$ cat src/rtl/lcf_map.vh
// Constants for the line clock flag unit
`ifndef LCF_MAP_VH
`define LCF_MAP_VH

// Register byte offsets
`define LCF_CMD_OFS 4'h0
`define LCF_STAT_OFS 4'h4
`define LCF_RATE_OFS 4'h8

// Instruction word fields
`define LCF_OP_MSB 11
`define LCF_OP_LSB 9
`define LCF_OP_IOT 3'h6
`define LCF_DEV_HI_MSB 8
`define LCF_DEV_HI_LSB 6
`define LCF_DEV_HI 3'h4
`define LCF_DEV_LO_MSB 5
`define LCF_DEV_LO_LSB 3
`define LCF_DEV_LO_BASE 3'h2
`define LCF_FN_TEST 0
`define LCF_FN_OFF 1
`define LCF_FN_ON 2

// Status register fields
`define LCF_ST_FLAG_LSB 0
`define LCF_ST_EN_LSB 4
`define LCF_ST_IRQ 8

// Reset values
`define LCF_RATE_RST 8'hE4
`define LCF_FLAG_RST 4'h0
`define LCF_EN_RST 4'h0

// Tick intervals in microseconds, one per crystal
`define LCF_CLK_MHZ 250
`define LCF_T110_US 1136
`define LCF_T75_US 1665
`define LCF_T50_US 2500
`define LCF_T45_US 2780
// Cycle counts are microseconds times 250, sized to the 20-bit dividers
`define LCF_T110_CYC 20'h4_5560
`define LCF_T75_CYC 20'h6_59fa
`define LCF_T50_CYC 20'h9_8968
`define LCF_T45_CYC 20'ha_9ad8

`endif

$ cat src/rtl/lcf_unit.v
// Four line clocks with skip, enable and flag control over Avalon-MM
// Contract
// RULE1: Test instruction skips only when the addressed clock flag is set.
// RULE2: Turn-on clears the flag and enables the clock; the code sets the flag instead if a tick lands in the same cycle.
// RULE3: Turn-off clears the flag and disables the clock.
// RULE4: Clocks one to four decode on digits 2-5; functions 1,2,4.
// RULE5: 110 baud ticks every 1136 us; 75 baud every 1665 us.
// RULE6: 50 baud every 2500 us; 45 baud every 2780 us; within 1 percent.
// RULE7: Enabled clock sets flag and interrupts within 4 ms.
// RULE8: Disabled clock raises no interrupt while it stays disabled.
// RULE9: Only enabled clocks may set flags or request interrupts.
// RULE10: Each clock holds enable and flag independently.
// RULE11: Flag stays set until cleared; interrupt is OR of flags.
// RULE12: Reset disables all clocks and clears all flags.
`timescale 1ns/10ps
`include "lcf_map.vh"

module lcf_unit #(
    parameter [19:0] T110_CYC = `LCF_T110_CYC,
    parameter [19:0] T75_CYC = `LCF_T75_CYC,
    parameter [19:0] T50_CYC = `LCF_T50_CYC,
    parameter [19:0] T45_CYC = `LCF_T45_CYC
) (
    // Clock and reset
    input wire core_clk_i,
    input wire reset_i,
    // Avalon-MM slave
    input wire [3:0] address_i,
    input wire read_i,
    input wire write_i,
    input wire [31:0] writedata_i,
    output wire [31:0] readdata_o,
    output wire waitrequest_o,
    // Interrupt request to the host
    output wire irq_o
);

    reg wait_ff;
    reg [31:0] rdata_ff;
    reg irq_ff;
    reg skip_ff;
    reg [7:0] rate_ff;
    reg [3:0] flag_ff;
    reg [3:0] en_ff;
    wire [3:0] nxt_flag;
    wire [3:0] nxt_en;
    wire [3:0] test_hit;
    wire acc;
    wire wr_cmd;
    wire op_ok;

    // One access completes per two cycles; wait drops for one edge only
    assign acc = (read_i | write_i) & ~wait_ff;
    assign wr_cmd = write_i & ~wait_ff & (address_i == `LCF_CMD_OFS);
    assign op_ok = (writedata_i[`LCF_OP_MSB:`LCF_OP_LSB] == `LCF_OP_IOT) &
        (writedata_i[`LCF_DEV_HI_MSB:`LCF_DEV_HI_LSB] == `LCF_DEV_HI); // [RULE4]

    genvar i;
    generate
        for (i = 0; i < 4; i = i + 1) begin : g_clk
            reg [19:0] cnt_ff;
            reg [19:0] nxt_cnt;
            reg [19:0] period;
            wire sel;
            wire clr;
            wire tick;
            localparam [2:0] DEV_CODE = `LCF_DEV_LO_BASE + i;

            // Device digit is base plus clock index
            assign sel = wr_cmd & op_ok &
                (writedata_i[`LCF_DEV_LO_MSB:`LCF_DEV_LO_LSB] == DEV_CODE); // [RULE4]
            assign clr = sel & (writedata_i[`LCF_FN_ON] | writedata_i[`LCF_FN_OFF]); // [RULE2] [RULE3]
            assign test_hit[i] = sel & writedata_i[`LCF_FN_TEST] & flag_ff[i]; // [RULE1]

            // On wins if both function bits are given
            assign nxt_en[i] = (sel & writedata_i[`LCF_FN_ON]) ? 1'b1 :
                (sel & writedata_i[`LCF_FN_OFF]) ? 1'b0 : en_ff[i]; // [RULE2] [RULE3] [RULE10]

            always @* begin
                case (rate_ff[2*i+1:2*i])
                    2'h0: period = T110_CYC; // [RULE5]
                    2'h1: period = T75_CYC; // [RULE5]
                    2'h2: period = T50_CYC; // [RULE6]
                    default: period = T45_CYC; // [RULE6]
                endcase
            end

            // Restart on turn-on so the first tick lands one full period later
            assign tick = en_ff[i] & (cnt_ff == 20'h0_0000);
            always @* begin
                if (!nxt_en[i] || (sel && writedata_i[`LCF_FN_ON])) begin
                    nxt_cnt = period - 20'h0_0001; // [RULE7]
                end else if (tick) begin
                    nxt_cnt = period - 20'h0_0001; // [RULE5] [RULE6]
                end else begin
                    nxt_cnt = cnt_ff - 20'h0_0001;
                end
            end

            // Tick beats a clear in the same cycle, but never while disabled
            assign nxt_flag[i] = nxt_en[i] & (tick | (flag_ff[i] & ~clr)); // [RULE9] [RULE11] [RULE8]

            always @(posedge core_clk_i or posedge reset_i) begin
                if (reset_i) begin
                    cnt_ff <= 20'h0_0000;
                end else begin
                    cnt_ff <= nxt_cnt;
                end
            end
        end
    endgenerate

    always @(posedge core_clk_i or posedge reset_i) begin
        if (reset_i) begin
            flag_ff <= `LCF_FLAG_RST; // [RULE12]
            en_ff <= `LCF_EN_RST; // [RULE12]
            irq_ff <= 1'b0;
        end else begin
            flag_ff <= nxt_flag;
            en_ff <= nxt_en;
            irq_ff <= |nxt_flag; // [RULE11] [RULE10]
        end
    end

    // Bus side
    always @(posedge core_clk_i or posedge reset_i) begin
        if (reset_i) begin
            wait_ff <= 1'b1;
            rdata_ff <= 32'h0000_0000;
            skip_ff <= 1'b0;
            rate_ff <= `LCF_RATE_RST;
        end else begin
            wait_ff <= ~((read_i | write_i) & wait_ff);
            if (wr_cmd) begin
                skip_ff <= |test_hit; // [RULE1]
            end
            if (write_i && !wait_ff && address_i == `LCF_RATE_OFS) begin
                rate_ff <= writedata_i[7:0];
            end
            if ((read_i | write_i) && wait_ff && read_i) begin
                case (address_i)
                    `LCF_CMD_OFS: rdata_ff <= {31'h0000_0000, skip_ff};
                    `LCF_STAT_OFS: rdata_ff <= {23'h00_0000, irq_ff, en_ff, flag_ff};
                    `LCF_RATE_OFS: rdata_ff <= {24'h00_0000, rate_ff};
                    default: rdata_ff <= 32'h0000_0000;
                endcase
            end else if (acc) begin
                rdata_ff <= rdata_ff;
            end
        end
    end

    assign readdata_o = rdata_ff;
    assign waitrequest_o = wait_ff;
    assign irq_o = irq_ff;

endmodule // lcf_unit

$ cat config.mk
export PLATFORM = sky130hd
export DESIGN_NAME = lcf_unit
export DESIGN_NICKNAME = d
export VERILOG_FILES = /design/src/rtl/lcf_unit.v
export VERILOG_INCLUDE_DIRS = /design/src /design/src/rtl
export SDC_FILE = /design/constraint.sdc
export NUM_CORES = 1
export LEC_CHECK = 0
export BUFFER_PORTS_ARGS = -buffer_cell sky130_fd_sc_hd__buf_2
export CAP_MARGIN = 20
export CORE_MARGIN = 2
export CORE_UTILIZATION = 52
export DETAILED_ROUTE_END_ITERATION = 8
export HOLD_SLACK_MARGIN = 0.12
export PLACE_DENSITY_LB_ADDON = 0.3
export SYNTH_ARGS = -nofsm -noshare
export SYNTH_HDL_FRONTEND = slang
export SYNTH_SLANG_ARGS = --single-unit
$ cat constraint.sdc
create_clock -name core_clk_i -period 8.6 [get_ports core_clk_i]
set_input_delay 1.29 -clock core_clk_i [delete_from_list [all_inputs] [get_ports core_clk_i]]
set_output_delay 1.29 -clock core_clk_i [all_outputs]
set_load 0.02 [all_outputs]
==> metrics.md <==
| Metric | Value |
|---|---|
| Clock latency on the worst-skew pair | 0.35 ns |
| Mapped Area | about 0.0061 mm2 |
| Netlist cell types | 53 |
| Hold Path Origin | g_clk[0].cnt_ff[0] |
| Pin count of the biggest net entering global routing | 60 |
| Clock Skew | 0.007313 ns |
| Count of flip-flops with a built-in enable after synthesis | 0 |
| CTS resizes | 0 |
| Crit-path max FO | 20 |
| Met1 usage | 26.18% |
| Slowest stage delay, CP | 0.54 ns |
| Critical Path AT | 3.81 ns |
| Avg Cell Area, Syn | 10.16 um2 |
| Area contributors post-synth | dfrtp_1 42%, xnor2_1 7.0%, ha_1 6.5% |
| Top-area cell type share of the netlist area | 42.16% |
| Final-report hold violation count | 0 |
| Buf/Inv on CP | 1 |
| TritonCTS clock tree | done |
| FF+latch area | 0.002709 mm2 |
| WHS | 0.4533 ns |
| Worst slack, placed | 4.650 ns |
| CP startpoint kind | input pin |
| Post-CTS Setup Repair Bufs | 0 |
| Finished Layout Cells | 774 |
| TritonCTS buffer count | 9 |
| Fillers | approximately 980 |
| Rows | 39 |
| Die area | 0.01264 mm2 |
| Initial antenna violation count | 0 |
| Layout cells sized above 1 | 12.36% |
| Synthesis Warnings | 0 |
| Prevailing post-synth register cell | dfrtp_1 |
| Core ar. | 0.01147 mm2 |
| Seq/Total Area, Yosys | 44.31% |
| WP depth | 6 |
| Period minus WS final | between 3 and 4 ns |
| Worst R2R Start | waitrequest_o |
| Final Util | 57.46% |
| WL final | approximately 12 mm |
| Most frequent cell after synthesis | dfrtp_1 |
| DP Area | 0.006282 mm2 |
| Buffers on Ports | 30 |
| Total gr overflow | 0 |
| Post-detail-place hpwl | 8.941 mm |
| Total power | 1.416 mW |
| CP Cell Sequence | buf_2, nor4bb_1, nand4_1, o31a_1, and2_1, mux2_2 |
| Crit path required time | 8.84 ns |
| Post-synth ARST share | 100.0% |
| Setup TNS | 0 ns |
| Met3 Usage GRT | 3.402% |
| #FFs+latches synth | roughly 110 |
| Clock buffer depth | 2 |
| Total GRT Usage | 20.60% |
| GP Congestion | 0.8371 |
| Drt drc | 0 |
| Final instance area | 0.006589 mm2 |
| Die width | 112.4 um |
| Per-cell routed wire length | ~16 um |
| Setup crit end kind | flip-flop |
| Worst-path clk slew | 0.07 ns |
| Vias in the first global route | 4483 |
| Die extent in y | 112.4 um |
| Via count | 4362 |
| Antenna Nets Post-Route | 0 |
| Max-slew violation count | 0 |
| Worst slew pin tran | 0.8293 ns |
| Area Growth Syn to Fin | 7.777% |
| Post-synth top area cell | dfrtp_1 |
| Power Density | 215.0 mW/mm2 |
| Most frequent cells after synthesis | 103 x dfrtp_1, 49 x xnor2_1, 46 x nand2_1 |
| Initial drt markers | about 300 |
| Max-Cap Viols | 0 |
| Critical path class | in2reg |
| Hold depth | 1 |
| RSZ-0062 raised after global routing | false |
| R2R depth | 5 |
| 1st-pass router iterations | 4 |
| First-pass GRT wire length | ~21 mm |
| PnR worst setup slack | 5.026 ns |
| Crit path from | writedata_i[7] |
| Clock root buffer | clkbuf_16 |
| Leakage | between 2 and 3 nW |
| Tcrit/Tclk final | 41.56% |
| Peak Freq | 0.2798 GHz |
| Outcome | complete, no violations |
| I/O pin cnt | 74 |
| Cells after synthesis | 602 |
| Max-slew headroom | 44.71% |
| Starting density of the core | 53.31% |
| M2 GR Usage | 35.78% |
| Final #Nets | 698 |
| CTS Sinks | 108 |
| Slowest stage cell on the critical path | o31a_1 |
| Endpoints failing setup | 0 |
| H-tree depth | 3 |
| Placed Cells | 758 |
| DR vias/cell | 5.636 |
| Multi-input logic area | 0.003129 mm2 |
| Family with the most delay on the worst path | simple AND/OR/NAND/NOR gates |
| Worst min-delay path class | reg2reg |
| Worst IR Drop VDD | 113.9 uV |
| Busiest grt layer | met2 |
| # diodes | 0 |
| Hold Buf Count CTS | 0 |
[logic make-up (layout without fill, tap and decap cells)]
kind of cell             after synthesis  after routing  synth area share [%]
AO/OA/AOI/OAI                        103            103                 10.50
XOR/XNOR                              65             65                 9.312
adder cells (fa/ha/maj)               32             32                 6.549
buffers and inverters                 67             74                 5.853
flip-flops                           108            108                 44.31
multiplexers                          39             39                 6.672
other                                  1             23               0.06134
AND/OR/NAND/NOR                      187            187                 16.74
[registers in the layout (all words and copies together), names as in the netlist]
name / cells
rate_ff: 8
readdata_o: 9
g_clk.cnt_ff: 80
flag_ff: 4
irq_o: 1
waitrequest_o: 1
skip_ff: 1
en_ff: 4
[final timing paths]
kind / to / slack [ns]
worst max register to register: g_clk[0].cnt_ff[3] / 5.69
max in group asynchronous: g_clk[3].cnt_ff[8] / 6.40
min in group asynchronous: g_clk[0].cnt_ff[18] / 1.02
worst max-delay path: g_clk[0].cnt_ff[3] / 5.03
worst min register to register: g_clk[0].cnt_ff[0] / 0.45
worst min-delay path: g_clk[0].cnt_ff[0] / 0.45
[cell type report]
class	count	area share, %
timing repair buffer	32	2.507
clock buffer	9	3.418
inverter	26	1.519
multi-input combinational	449	47.49
sequential	108	41.11
tap	143	2.716
clock inverter	7	1.234
[report_power, final]
part           switching (mW)  internal (mW)  leakage, nW
Combinational           0.148          0.137         1.26
Sequential             0.0996          0.609         1.28
Clock                   0.193          0.230        0.147
[metal layers]
metal,up-vias,wire (um)
li1,2121,-
met1,2117,5482
met2,109,6221
met3,15,492
met4,0,167
met5,-,0
[worst reg2reg max path: stages (launching register included)]
cell and delay [ns]:
dfstp_2 0.39, nor4b_2 0.49, nand4_1 0.52, o31a_1 0.54
and2_1 0.47, mux2_2 0.40
[placed cells by master (no fill, tap or decap), types with 3 or more instances in the layout]
master / count
a2bb2oi_1: 4
nor3b_1: 3
a211oi_1: 6
nor2b_1: 4
dfrtp_1: 103
a21o_1: 3
nand2_1: 46
and2_1: 3
nor2_1: 29
a21oi_1: 45
nand3_1: 7
o21ai_0: 14
dfstp_2: 5
nand2b_1: 3
inv_1: 25
o31ai_1: 5
inv_6: 3
nor4_1: 10
xor2_1: 16
xnor2_1: 49
nand3b_1: 4
mux2i_1: 25
or3_1: 19
nor3_1: 26
buf_2: 30
conb_1: 23
or3b_2: 3
ha_1: 32
mux2_2: 14
or4_1: 12
clkbuf_16: 9
a22oi_1: 12
o31a_1: 4
(Power assumes the default switching activity.)
